===== config.mk =====
export PLATFORM = sky130hd
export DESIGN_NAME = sacp_port
export DESIGN_NICKNAME = d
export VERILOG_FILES = /design/src/rtl/sacp_sync3.v /design/src/rtl/sacp_port.v
export VERILOG_INCLUDE_DIRS = /design/src /design/src/rtl
export SDC_FILE = /design/constraint.sdc
export NUM_CORES = 1
export LEC_CHECK = 0
export BUFFER_PORTS_ARGS = -buffer_cell sky130_fd_sc_hd__buf_2
export CAP_MARGIN = 0
export CORE_AREA = 2 2 93 95
export CTS_CLUSTER_DIAMETER = 100
export CTS_CLUSTER_SIZE = 40
export DETAILED_ROUTE_END_ITERATION = 7
export DIE_AREA = 0 0 95 97
export SKIP_CTS_REPAIR_TIMING = 1
export SLEW_MARGIN = 20
export SYNTH_ARGS = -nofsm -noshare
export SYNTH_HDL_FRONTEND = slang
export SYNTH_HIERARCHICAL = 1
export SYNTH_SLANG_ARGS = --single-unit

===== constraint.sdc =====
create_clock -name core_clk_in -period 2.8 [get_ports core_clk_in]
set_input_delay 0.28 -clock core_clk_in [delete_from_list [all_inputs] [get_ports core_clk_in]]
set_output_delay 0.28 -clock core_clk_in [all_outputs]
set_load 0.02 [all_outputs]

===== src/rtl/sacp_defines.vh =====
// constants of the serial converter read-out port
// assumes a 100 MHz core clock; times are in nanoseconds
`ifndef SACP_DEFINES_VH
`define SACP_DEFINES_VH

// ****************************************
// clock and timing
// ****************************************
`define SACP_CLK_PERIOD_NS 10
`define SACP_CONV_TIME_NS 7500
`define SACP_CONV_CYCLES (`SACP_CONV_TIME_NS / `SACP_CLK_PERIOD_NS)
`define SACP_RESULT_BITS 12

// ****************************************
// power-down level codes
// ****************************************
`define SACP_PD_LOW 2'h0
`define SACP_PD_MID 2'h1
`define SACP_PD_HIGH 2'h2

`endif


===== src/rtl/sacp_sync3.v =====
// three-flop synchroniser with agreement filter for one pin input
// assumes the pin is asynchronous to core_clk_in
`timescale 1ns/100ps
module sacp_sync3 #(
	parameter RESET_VAL = 1'b0
) (
	// clock and reset
	input wire core_clk_in,
	input wire nrst_in,
	// pin side
	input wire pin_in,
	// filtered level
	output reg level_out
);
	reg s1_q;
	reg s2_q;
	reg s3_q;

	always @(posedge core_clk_in or negedge nrst_in) begin
		if (!nrst_in) begin
			s1_q <= RESET_VAL;
			s2_q <= RESET_VAL;
			s3_q <= RESET_VAL;
			level_out <= RESET_VAL;
		end else begin
			s1_q <= pin_in;
			s2_q <= s1_q;
			s3_q <= s2_q;
			// a change counts once the second and third stages agree
			if (s2_q == s3_q) begin
				level_out <= s3_q;
			end
		end
	end
endmodule


===== src/rtl/sacp_port.v =====
// conversion control and three-wire serial read-out port
// assumes a host drives select and shift clock; sample comes from the analog core
`timescale 1ns/100ps
`include "sacp_defines.vh"
module sacp_port #(
	parameter RESULT_BITS = `SACP_RESULT_BITS,
	parameter CONV_CYCLES = `SACP_CONV_CYCLES
) (
	// clock and reset
	input wire core_clk_in,
	input wire nrst_in,
	// host pins
	input wire select_n_in,
	input wire shift_clk_in,
	output reg serial_data_out,
	output reg serial_data_oe_n_out,
	// power-down three-level input, decoded
	input wire power_down_level_input_low_in,
	input wire power_down_level_input_high_in,
	// analog core
	input wire [RESULT_BITS-1:0] analog_input_code_in,
	output reg sample_hold_out,
	output reg int_ref_en_out,
	output reg operational_out
);
	// ****************************************
	// sequencer states and timer end
	// ****************************************
	localparam [1:0] ST_IDLE = 2'h0;
	localparam [1:0] ST_CONV = 2'h1;
	localparam [1:0] ST_SHIFT = 2'h2;
	localparam [31:0] CONV_LAST = CONV_CYCLES - 1;

	// ****************************************
	// pin synchronisers
	// ****************************************
	wire sel_n_s;
	wire sclk_s;
	wire pd_low_s;
	wire pd_high_s;
	reg sel_n_q;
	reg sclk_q;
	reg [1:0] state_q;
	reg [1:0] state_d;
	reg [31:0] cnt_q;
	reg [31:0] cnt_d;
	reg [RESULT_BITS:0] shreg_q;
	reg [RESULT_BITS:0] shreg_d;
	reg dout_d;
	reg oe_n_d;
	reg hold_d;

	sacp_sync3 #(.RESET_VAL(1'b1)) u_sel (
		.core_clk_in(core_clk_in),
		.nrst_in(nrst_in),
		.pin_in(select_n_in),
		.level_out(sel_n_s)
	);
	sacp_sync3 #(.RESET_VAL(1'b0)) u_sclk (
		.core_clk_in(core_clk_in),
		.nrst_in(nrst_in),
		.pin_in(shift_clk_in),
		.level_out(sclk_s)
	);
	sacp_sync3 #(.RESET_VAL(1'b0)) u_pdl (
		.core_clk_in(core_clk_in),
		.nrst_in(nrst_in),
		.pin_in(power_down_level_input_low_in),
		.level_out(pd_low_s)
	);
	sacp_sync3 #(.RESET_VAL(1'b0)) u_pdh (
		.core_clk_in(core_clk_in),
		.nrst_in(nrst_in),
		.pin_in(power_down_level_input_high_in),
		.level_out(pd_high_s)
	);

	// ****************************************
	// edge detection on the synchronised pins
	// ****************************************
	// previous levels reset to the idle pin levels, so leaving reset never
	// looks like a select or shift-clock edge
	always @(posedge core_clk_in or negedge nrst_in) begin
		if (!nrst_in) begin
			sel_n_q <= 1'b1;
			sclk_q <= 1'b0;
		end else begin
			sel_n_q <= sel_n_s;
			sclk_q <= sclk_s;
		end
	end

	wire sel_fall = sel_n_q & ~sel_n_s;
	wire sclk_fall = sclk_q & ~sclk_s;

	// ****************************************
	// power-down level decoding
	// ****************************************
	// both decoded lines high cannot come from a real pin; it is taken as the
	// open level: operational, internal reference off
	function [1:0] pd_level;
		input lo;
		input hi;
		begin
			if (lo && !hi) begin
				pd_level = `SACP_PD_LOW;
			end else if (hi && !lo) begin
				pd_level = `SACP_PD_HIGH;
			end else begin
				pd_level = `SACP_PD_MID;
			end
		end
	endfunction

	wire [1:0] pd_lvl = pd_level(pd_low_s, pd_high_s);
	wire shutdown = (pd_lvl == `SACP_PD_LOW);
	wire ref_on = (pd_lvl == `SACP_PD_HIGH);

	// ****************************************
	// mode outputs
	// ****************************************
	// the sequencer only looks at shutdown when a conversion starts; one already running completes
	always @(posedge core_clk_in or negedge nrst_in) begin
		if (!nrst_in) begin
			operational_out <= 1'b0;
			int_ref_en_out <= 1'b0;
		end else begin
			operational_out <= ~shutdown;
			int_ref_en_out <= ref_on;
		end
	end

	// ****************************************
	// sequencer next state
	// ****************************************
	// outputs hold their value unless a phase below changes them
	always @* begin
		state_d = state_q;
		cnt_d = cnt_q;
		shreg_d = shreg_q;
		dout_d = serial_data_out;
		oe_n_d = serial_data_oe_n_out;
		hold_d = sample_hold_out;
		if (sel_n_s) begin
			// a high select aborts any phase and releases the line
			state_d = ST_IDLE;
			oe_n_d = 1'b1;
			dout_d = 1'b0;
			hold_d = 1'b0;
		end else begin
			case (state_q)
				ST_IDLE: begin
					// a select fall in shutdown is dropped; the host must start again
					if (sel_fall && !shutdown) begin
						state_d = ST_CONV;
						cnt_d = 32'h0;
						hold_d = 1'b1;
						oe_n_d = 1'b0;
						dout_d = 1'b0;
					end
				end
				ST_CONV: begin
					// the timer alone ends the conversion; shift-clock edges are ignored
					if (cnt_q >= CONV_LAST) begin
						state_d = ST_SHIFT;
						shreg_d = {analog_input_code_in, 1'b0};
						dout_d = 1'b1;
						hold_d = 1'b0;
					end else begin
						cnt_d = cnt_q + 32'h1;
					end
				end
				ST_SHIFT: begin
					// past the last result bit only zeros remain in the register
					if (sclk_fall) begin
						dout_d = shreg_q[RESULT_BITS];
						shreg_d = {shreg_q[RESULT_BITS-1:0], 1'b0};
					end
				end
				default: begin
					state_d = ST_IDLE;
				end
			endcase
		end
	end

	// ****************************************
	// sequencer registers
	// ****************************************
	always @(posedge core_clk_in or negedge nrst_in) begin
		if (!nrst_in) begin
			state_q <= ST_IDLE;
			cnt_q <= 32'h0;
			shreg_q <= {(RESULT_BITS+1){1'b0}};
			serial_data_out <= 1'b0;
			serial_data_oe_n_out <= 1'b1;
			sample_hold_out <= 1'b0;
		end else begin
			state_q <= state_d;
			cnt_q <= cnt_d;
			shreg_q <= shreg_d;
			serial_data_out <= dout_d;
			serial_data_oe_n_out <= oe_n_d;
			sample_hold_out <= hold_d;
		end
	end
endmodule


Word-level counts from Yosys, hierarchy flattened
Cells that the tools add are included.
Widths: inputs -> output; s select.

storage, ports and cells
  flip-flop bits (word level) = 70
  input bits = 18
  output and inout port bits = 5

operators by class
  add/sub/neg operators = 1
  $lt $le $gt $ge = 1
  equality and inequality tests = 15
  muxes and demuxes = 23
  bitwise operators = 5
  reductions and logical operators = 20

operator list
  operator               count
  $mux 32                2
  $pmux 32 s2            1
  $add 32x1->32 const B  1
  $ge 32x10->1 const B   1
  $mux 13                2
  $pmux 13 s2            1
  $reduce_and 4->1       3
  $mux 2                 5
  $mux 1                 9
  $ne 3x2->1 const B     3
  $ne 2x2->1 const B     4
  $reduce_bool 2->1      4
  $pmux 2 s3             1
  $reduce_and 3->1       2
  $eq 1x1->1             4
  $eq 2x2->1 const B     2
  $logic_not 2->1        2
  $reduce_bool 4->1      1
  $logic_and 1x1->1      3
  $logic_not 1->1        3
  $not 1->1              3
  $pmux 1 s3             1
  $reduce_bool 3->1      1
  $and 1x1->1            2
  other kinds (4)        4

Logic depth before layout (Yosys ltp)
Gate-level depths: netlist of the first run.

  depth in word-level cells = 10
  gate-level depth with buffers = 8
  gate-level depth less buffers = 7

By module
The synthesis of the first run kept the hierarchy.

by module, submodules not included
  module                   times used  cells each  area each (um2)  sequential area each (um2)
  sacp_port                1           257         2,682.6          1,328.8
  sacp_sync3 at u_pdh ...  3           5           111.4            100.1
  sacp_sync3 at u_sel      1           5           116.4            105.1

Worst setup path before layout of the first run
Ideal clock, no wire load.

  path kind = register to register
  start point = reg state_q[0]
  end point = reg cnt_q[25]
  data arrival time = 1.833 ns
  required time = 2.727 ns
  path slack = 0.893 ns
  cell stages (with the launch flop) = 8
  period minus slack after synthesis = 1.907 ns
  path through = dfrtp_1 > inv_1 > ha_1 > inv_1 > o31a_1 > nor4_1 > a41oi_1 > nor2_1

between the ends
  cells in the longest elaborated chain, start to end = 3
  elaborated cells on any way between the ends = 7
  those cells by class = eq/ne: 3; mux: 1; reduce/logical: 3

RTL lines
  what                                                              line             RTL
  start, declared                                                   sacp_port.v:43   reg [1:0] state_q;
  start signal, assigned                                            sacp_port.v:199  state_q <= state_d;
  $eq 2x1->1 or $logic_not 2->1 (tied branches)                     sacp_port.v:151  case (state_q)
  $ne 2x2->1 (no source line) or $reduce_bool 2->1 (tied branches)  -
  $reduce_and 4->1 (no source line)                                 -
  end signal, assigned                                              sacp_port.v:200  cnt_q <= cnt_d;
  end, declared                                                     sacp_port.v:45   reg [31:0] cnt_q;

Several ways; a longest one is shown, not always the timed one.
A chain may end at the register's enable or synchronous reset.

Worst setup path after layout of the first run
  start point = reg state_q[1]
  end point = reg cnt_q[2]

Same word-level chain as after synthesis.

==> results of run 1 <==
-- report_power, final --
part           internal [W]  switching (W)
Combinational      0.000186       0.000307
Clock              0.000425       0.000424
Sequential          0.00113      0.0000883
-- logic make-up (layout without fill, tap and decap cells) --
kind of cell,count (synthesis),in the layout,share of synthesized area
compound gates,65,65,0.141
mux,14,14,0.0447
simple gates,93,93,0.188
fa+ha+maj,11,11,0.0423
flops,69,69,0.554
buf+inv,25,66,0.0308
-- area by class of cell --
class                      instances  area share
multi-input combinational        183       0.358
inverter                          15      0.0154
timing repair buffer              35      0.0602
tap                              105      0.0359
clock buffer                       9      0.0339
clock inverter                     7      0.0226
sequential                        69       0.474
-- cells in the mapped netlist, types with 2 or more instances --
cell type | n | area, sq um
a21oi_1 | 25 | 125
a31o_2 | 3 | 26.3
a31oi_1 | 14 | 87.6
a41oi_1 | 3 | 26.3
and2_1 | 17 | 106
and3_1 | 5 | 31.3
buf_2 | 2 | 10.0
clkbuf_1 | 8 | 30.0
dfrtp_1 | 63 | 1580
dfstp_2 | 6 | 158
ha_1 | 7 | 87.6
inv_1 | 15 | 56.3
maj3_2 | 4 | 45.0
mux2i_1 | 14 | 140
nand2_1 | 11 | 41.3
nand2b_1 | 3 | 18.8
nand3_1 | 10 | 50.1
nand3b_1 | 2 | 15.0
nand4_1 | 5 | 31.3
nand4b_1 | 3 | 26.3
nor2_1 | 15 | 56.3
nor2b_1 | 3 | 18.8
nor3_1 | 4 | 20.0
nor4_1 | 2 | 12.5
nor4_4 | 4 | 85.1
nor4b_1 | 2 | 17.5
o21ai_0 | 8 | 40.0
or3_1 | 2 | 12.5
-- worst max-delay path by stage --
stage,startpoint,end,cells after the start
2_1_floorplan,state_q[0]$_DFFE_PN0P_,cnt_q[25]$_DFFE_PN0P_,7
3_3_place_gp,state_q[1]$_DFFE_PN0P_,cnt_q[2]$_DFFE_PN0P_,7
3_5_place_dp,state_q[1]$_DFFE_PN0P_,cnt_q[7]$_DFFE_PN0P_,7
4_1_cts,state_q[1]$_DFFE_PN0P_,cnt_q[7]$_DFFE_PN0P_,7
5_1_grt,state_q[1]$_DFFE_PN0P_,cnt_q[6]$_DFFE_PN0P_,7
6_report,state_q[1]$_DFFE_PN0P_,cnt_q[2]$_DFFE_PN0P_,7
-- tightest hold or removal path, cell delays in order --
cell and delay [ns]:
buf_2 0.07, mux2i_1 0.05, a31oi_1 0.15
-- per-stage QoR --
stage / total power, W / cell area (sq um) / setup slack (ns) / util
CTS: 0.00258 / 3610 / 0.593 / 0.443
detailed placement: 0.00172 / 3400 / 0.591 / 0.418
global route: 0.00271 / 3660 / 0.301 / 0.450
finish: 0.00256 / 3660 / 0.582 / 0.450
global placement: 0.00171 / 3400 / 0.692 / 0.418
floorplan: 0.00156 / 3130 / 0.893 / -
-- per-layer routing --
metal	wire [microns]	track usage	share of wire	up-vias
met4	90	0.0635	0.015	0
met2	2780	0.208	0.45	42
met1	3070	0.215	0.50	1078
li1	-	-	-	1084
met5	0	0	0	-
met3	250	0.0460	0.040	7
-- layout by cell type (no fill, tap or decap), types with 8 or more instances in the layout --
| cell type | count |
|---|---|
| nand3_1 | 10 |
| nand2_1 | 11 |
| inv_1 | 15 |
| dfrtp_1 | 63 |
| buf_4 | 8 |
| o21ai_0 | 8 |
| clkbuf_8 | 9 |
| nor2_1 | 15 |
| a21oi_1 | 25 |
| and2_1 | 17 |
| a31oi_1 | 14 |
| mux2i_1 | 14 |
| buf_2 | 22 |
==> flow_summary_export.csv, run 1 <==
group,metric,value,unit
min_path,hp-class,"input port to flip-flop",
critical_path,critPathMaxStageDelay,0.48,ns
sta,final_hold_viol_count,0,
sta,finalHoldWorstSlack,0.235,ns
yosys,ys_seq_area_frac,0.554,
yosys,synth_cell_types,45,
final_layout,largestRegisters,"cnt_q x32, shreg_q x12, state_q x2",
yosys,synth_edf_count,0,
clock_tree,root_buffer,"clkbuf_8",
drt,drt-total-wl,6190,microns
sta,period_needed,2.22,ns
run,maxCapViolations,0,
final_layout,largest_reg_flops,32,
critical_path,rr_startpoint,"state_q[1]$_DFFE_PN0P_",
drt,vias,2211,
drt,routedWlPerCell,14.6,microns
sta,rsz0062_at_grt,"no",
critical_path,crit_family,"compound AO/OA/AOI/OAI gates",
floorplanning,initial_utilization,0.385,
clock_tree,cts_tree,"yes",
critical_path,critPathRequiredTime,3.00,ns
yosys,avgSynthCellArea,11.3,sq um
min_path,hold-path-endpoint,"shreg_q[8]$_DFFE_PN0P_",
placed_design,port_buffers,22,
critical_path,cp.arrival,2.42,ns
floorplanning,die_w,95,microns
floorplanning,std_cell_rows,33,
placed_design,numPlacedInstances,402,
drt,antenna_left,0,
min_path,hp-start,"analog_input_code_in[7]",
critical_path,crit_type,"flip-flop to flip-flop",
placed_design,dp_hpwl,4230,microns
yosys,yosysWarningCount,6,
min_path,hold_depth,3,
power_and_ir_drop,leakage,1.59,nW
sta,setup_tns,0,ns
clock_tree,clk_latency,0.35,ns
sta,setup_viol,0,
final_layout,diodes,0,
critical_path,worstPathMaxFanout,12,
power_and_ir_drop,ir_drop,360,uV
drt,drt-initial-drc-count,106,
clock_tree,cts_max_path_buffers,2,
yosys,ys_async_sr_fraction,1.00,
final_layout,final_cells,423,
yosys,synthCells,277,
critical_path,rr_endpoint,"cnt_q[2]$_DFFE_PN0P_",
drt,drc_errors,0,
yosys,synth_seq_cells,69,
final_layout,register_area,1730,sq um
drt,drt_first_pass_iters,4,
floorplanning,fp.coreArea,8130,sq um
clock_tree,cts.sinks,69,
clock_tree,cts_buffers,9,
placed_design,gp_congestion,0.796,
final_layout,syn2layout_area_growth,16.7,%
final_layout,nets,338,
critical_path,r2r_cells,7,
sta,slew_viol_final,0,
final_layout,multi_input_area,1310,sq um
global_route,grt_max_degree,29,
critical_path,rrSetupSlack,0.58,ns
clock_tree,htreeDepth,3,
power_and_ir_drop,powerDensity,699,nW/um^2
sta,period_share,0.792,
critical_path,path_common_cell,"inv_1",
status,outcome,"complete, no violations",
global_route,grt_pass1_wl,10600,microns
clock_tree,clkSlewWorstSetupHoldPaths,0.08,ns
critical_path,crit_buf_inv,2,
final_layout,fill_cells,760,
critical_path,cp_slowest_cell,"ha_1",
sta,relSlewSlack,0.519,
floorplanning,die_area,9220,sq um
yosys,syn-num-nets,302,
final_layout,drive_above_1_share,0.214,
critical_path,endpoint_kind,"flip-flop",
sta,fmax,451,MHz
yosys,synth-main-ff-cell,"dfrtp_1",
global_route,grt_pass1_vias,2109,
floorplanning,die_h,97,microns
drt,via_per_inst,5.23,
global_route,antenna_found_initial,0,
critical_path,timing.critical_path.from_type,"flip-flop",
global_route,overflow,0,
final_layout,regMostFlops,"cnt_q",
sta,worst_slew_pin_slew,0.716,ns
critical_path,crit_chain,"inv_1, ha_1, inv_1, a41oi_4, a221o_1, or3_1, a21oi_1",
global_route,track_usage,0.150,
yosys,syn-cell-area,3130,sq um
floorplanning,num_io_pins,23,
sta,fin_worst_skew,0.00927,ns
(Power assumes the default switching activity.)
==> inputs of run 2 (changes only) <==
==> constraint.sdc (replaced) <==
create_clock -name core_clk_in -period 1.8 [get_ports core_clk_in]
set_input_delay 0.18 -clock core_clk_in [delete_from_list [all_inputs] [get_ports core_clk_in]]
set_output_delay 0.18 -clock core_clk_in [all_outputs]
set_load 0.02 [all_outputs]
==> run 2 against run 1 <==
Compared with the run above:
- register-to-register slack lost 0.75 ns
- the flow now finishes with violations (setup timing)
- maximum frequency grew 13%
- clock power grew 70%
- critical endpoint is now cnt_q[4]$_DFFE_PN0P_
- largest cell class unchanged
==> flow_summary_export.csv, run 2 (same netlist as run 1, synthesis figures left out) <==
group,metric,value,unit
status,outcome,"complete, but fails checks",
status,violations,"setup timing",
final_layout,largest_reg_flops,32,
sta,period_needed,1.97,ns
critical_path,critPathMaxStageDelay,0.41,ns
global_route,grt_pass1_wl,11100,microns
min_path,hp-class,"input port to flip-flop",
floorplanning,die_area,9220,sq um
clock_tree,htreeDepth,3,
critical_path,cp.arrival,2.24,ns
power_and_ir_drop,powerDensity,1050,nW/um^2
drt,routedWlPerCell,14.6,microns
drt,drt-initial-drc-count,127,
placed_design,port_buffers,22,
clock_tree,cts_tree,"yes",
clock_tree,cts_buffers,9,
clock_tree,cts_max_path_buffers,2,
global_route,overflow,0,
placed_design,numPlacedInstances,432,
final_layout,fill_cells,705,
floorplanning,num_io_pins,23,
sta,setup_viol,28,
drt,drt-total-wl,6770,microns
final_layout,regMostFlops,"cnt_q",
sta,rsz0062_at_grt,"yes",
critical_path,crit_type,"flip-flop to flip-flop",
sta,period_share,1.09,
global_route,track_usage,0.154,
floorplanning,initial_utilization,0.385,
sta,setup_tns,-1.39,ns
sta,worst_slew_pin_slew,0.505,ns
critical_path,worstPathMaxFanout,5,
final_layout,drive_above_1_share,0.346,
placed_design,dp_hpwl,4450,microns
power_and_ir_drop,switching_share,0.301,
clock_tree,root_buffer,"clkbuf_8",
critical_path,crit_family,"compound AO/OA/AOI/OAI gates",
power_and_ir_drop,internal-power,0.00304,W
floorplanning,std_cell_rows,33,
floorplanning,fp.coreArea,8130,sq um
run,maxCapViolations,0,
final_layout,final_cell_mix,"63 x dfrtp_1, 42 x buf_4, 24 x a21oi_1, 24 x buf_2, 17 x and2_1",
power_and_ir_drop,ir_drop,620,uV
drt,vias,2396,
critical_path,critPathRequiredTime,2.07,ns
global_route,antenna_found_initial,0,
power_and_ir_drop,p_sw,0.00130,W
critical_path,crit_buf_inv,3,
sta,fin_worst_skew,0.0137,ns
final_layout,largestRegisters,"cnt_q x32, shreg_q x12, state_q x2",
final_layout,nets,378,
placed_design,place_ws,-0.156,ns
global_route,grt_max_degree,44,
sta,slew_viol_final,0,
power_and_ir_drop,comb_power_share,0.236,
critical_path,endpoint_kind,"flip-flop",
power_and_ir_drop,clock_power_share,0.332,
sta,worst_slack,-0.170,ns
floorplanning,die_w,95,microns
global_route,grt_pass1_vias,2283,
sta,relSlewSlack,0.662,
sta,fmax,508,MHz
drt,via_per_inst,5.17,
critical_path,timing.critical_path.from_type,"flip-flop",
power_and_ir_drop,leakage,1.83,nW
final_layout,final_common_cell,"dfrtp_1",
floorplanning,die_h,97,microns
drt,drc_errors,0,
drt,antenna_left,0,
final_layout,final_cells,463,
critical_path,crit_chain,"nor4_4, a41oi_4, buf_4, a221oi_4, buf_6, buf_4, nand4_1, a21oi_1",
placed_design,gp_congestion,0.749,
sta,final_hold_viol_count,0,
clock_tree,clk_latency,0.35,ns
clock_tree,cts.sinks,69,
drt,drt_first_pass_iters,4,
final_layout,diodes,0,
final_layout,syn2layout_area_growth,31.4,%
clock_tree,clkSlewWorstSetupHoldPaths,0.08,ns
power_and_ir_drop,p_seq_frac,0.432,
critical_path,cp_slowest_cell,"dfrtp_1",
critical_path,path_common_cell,"buf_4",
==> run 2: cell count changes in the layout (fill, tap and decap cells not counted), sizes merged <==
cell      delta
clkinvlp     -1
inv          -2
bufinv       +1
clkbuf       +1
clkinv       +1
buf         +40
==> run 2: path summary, 6_finish.rpt <==
| kind | startpoint | to | slack [ns] | cells past startpoint |
|---|---|---|---|---|
| worst min-delay path | analog_input_code_in[6] | shreg_q[7]$_DFFE_PN0P_ | 0.15 | 3 |
| worst max register to register | cnt_q[21]$_DFFE_PN0P_ | cnt_q[4]$_DFFE_PN0P_ | -0.17 | 8 |
| worst max-delay path | cnt_q[21]$_DFFE_PN0P_ | cnt_q[4]$_DFFE_PN0P_ | -0.17 | 8 |
| worst min register to register | u_sclk/s1_q$_DFF_PN0_ | u_sclk/s2_q$_DFF_PN0_ | 0.35 | 0 |
| min in group asynchronous | nrst_in | int_ref_en_out$_DFF_PN0_ | 0.22 | 2 |
| max in group asynchronous | nrst_in | u_sel/s1_q$_DFF_PN1_ | 1.04 | 3 |
==> run 2: layer usage <==
metal,vias up,GRT usage,part of all wire
li1,1164,-,-
met3,9,0.0600,0.051
met5,-,0,0
met4,0,0.0368,0.011
met1,1171,0.216,0.48
met2,52,0.224,0.46
==> run 2: area by class of cell <==
type / instances / area (sq um) / share of cell area
well taps: 105 / 131 / 0.0319
flip-flops and latches: 69 / 1730 / 0.421
clock inverters: 6 / 93.8 / 0.0228
multi-input cells: 183 / 1430 / 0.346
clock buffers: 10 / 138 / 0.0334
repair buffers: 75 / 539 / 0.131
inverters: 15 / 56.3 / 0.0137
==> run 2: power by group through the flow <==
| stage | registers (W) | clock network [W] | logic, W |
|---|---|---|---|
| global route | 0.00191 | 0.00156 | 0.00115 |
| detailed placement | 0.00190 | 0 | 0.000924 |
| global placement | 0.00190 | 0 | 0.000910 |
| CTS | 0.00187 | 0.00149 | 0.000929 |
| floorplan | 0.00189 | 0 | 0.000556 |
| finish | 0.00187 | 0.00144 | 0.00102 |
==> run 2: per-stage QoR <==
stage	power [W]	util	hold WS, ns	area, sq um
2_1_floorplan	0.00245	-	-0.116	3150
3_3_place_gp	0.00281	0.450	-0.0150	3660
3_5_place_dp	0.00283	0.450	-0.0110	3660
4_1_cts	0.00429	0.478	-0.389	3890
5_1_grt	0.00461	0.506	0.140	4120
6_report	0.00434	0.506	0.146	4120
==> run 2: worst min-delay path: cells and delay by family <==
| kind | cells | cell delay, ns |
|---|---|---|
| AO/OA/AOI/OAI | 1 | 0.15 |
| multiplexers | 1 | 0.05 |
| buffers and inverters | 1 | 0.07 |
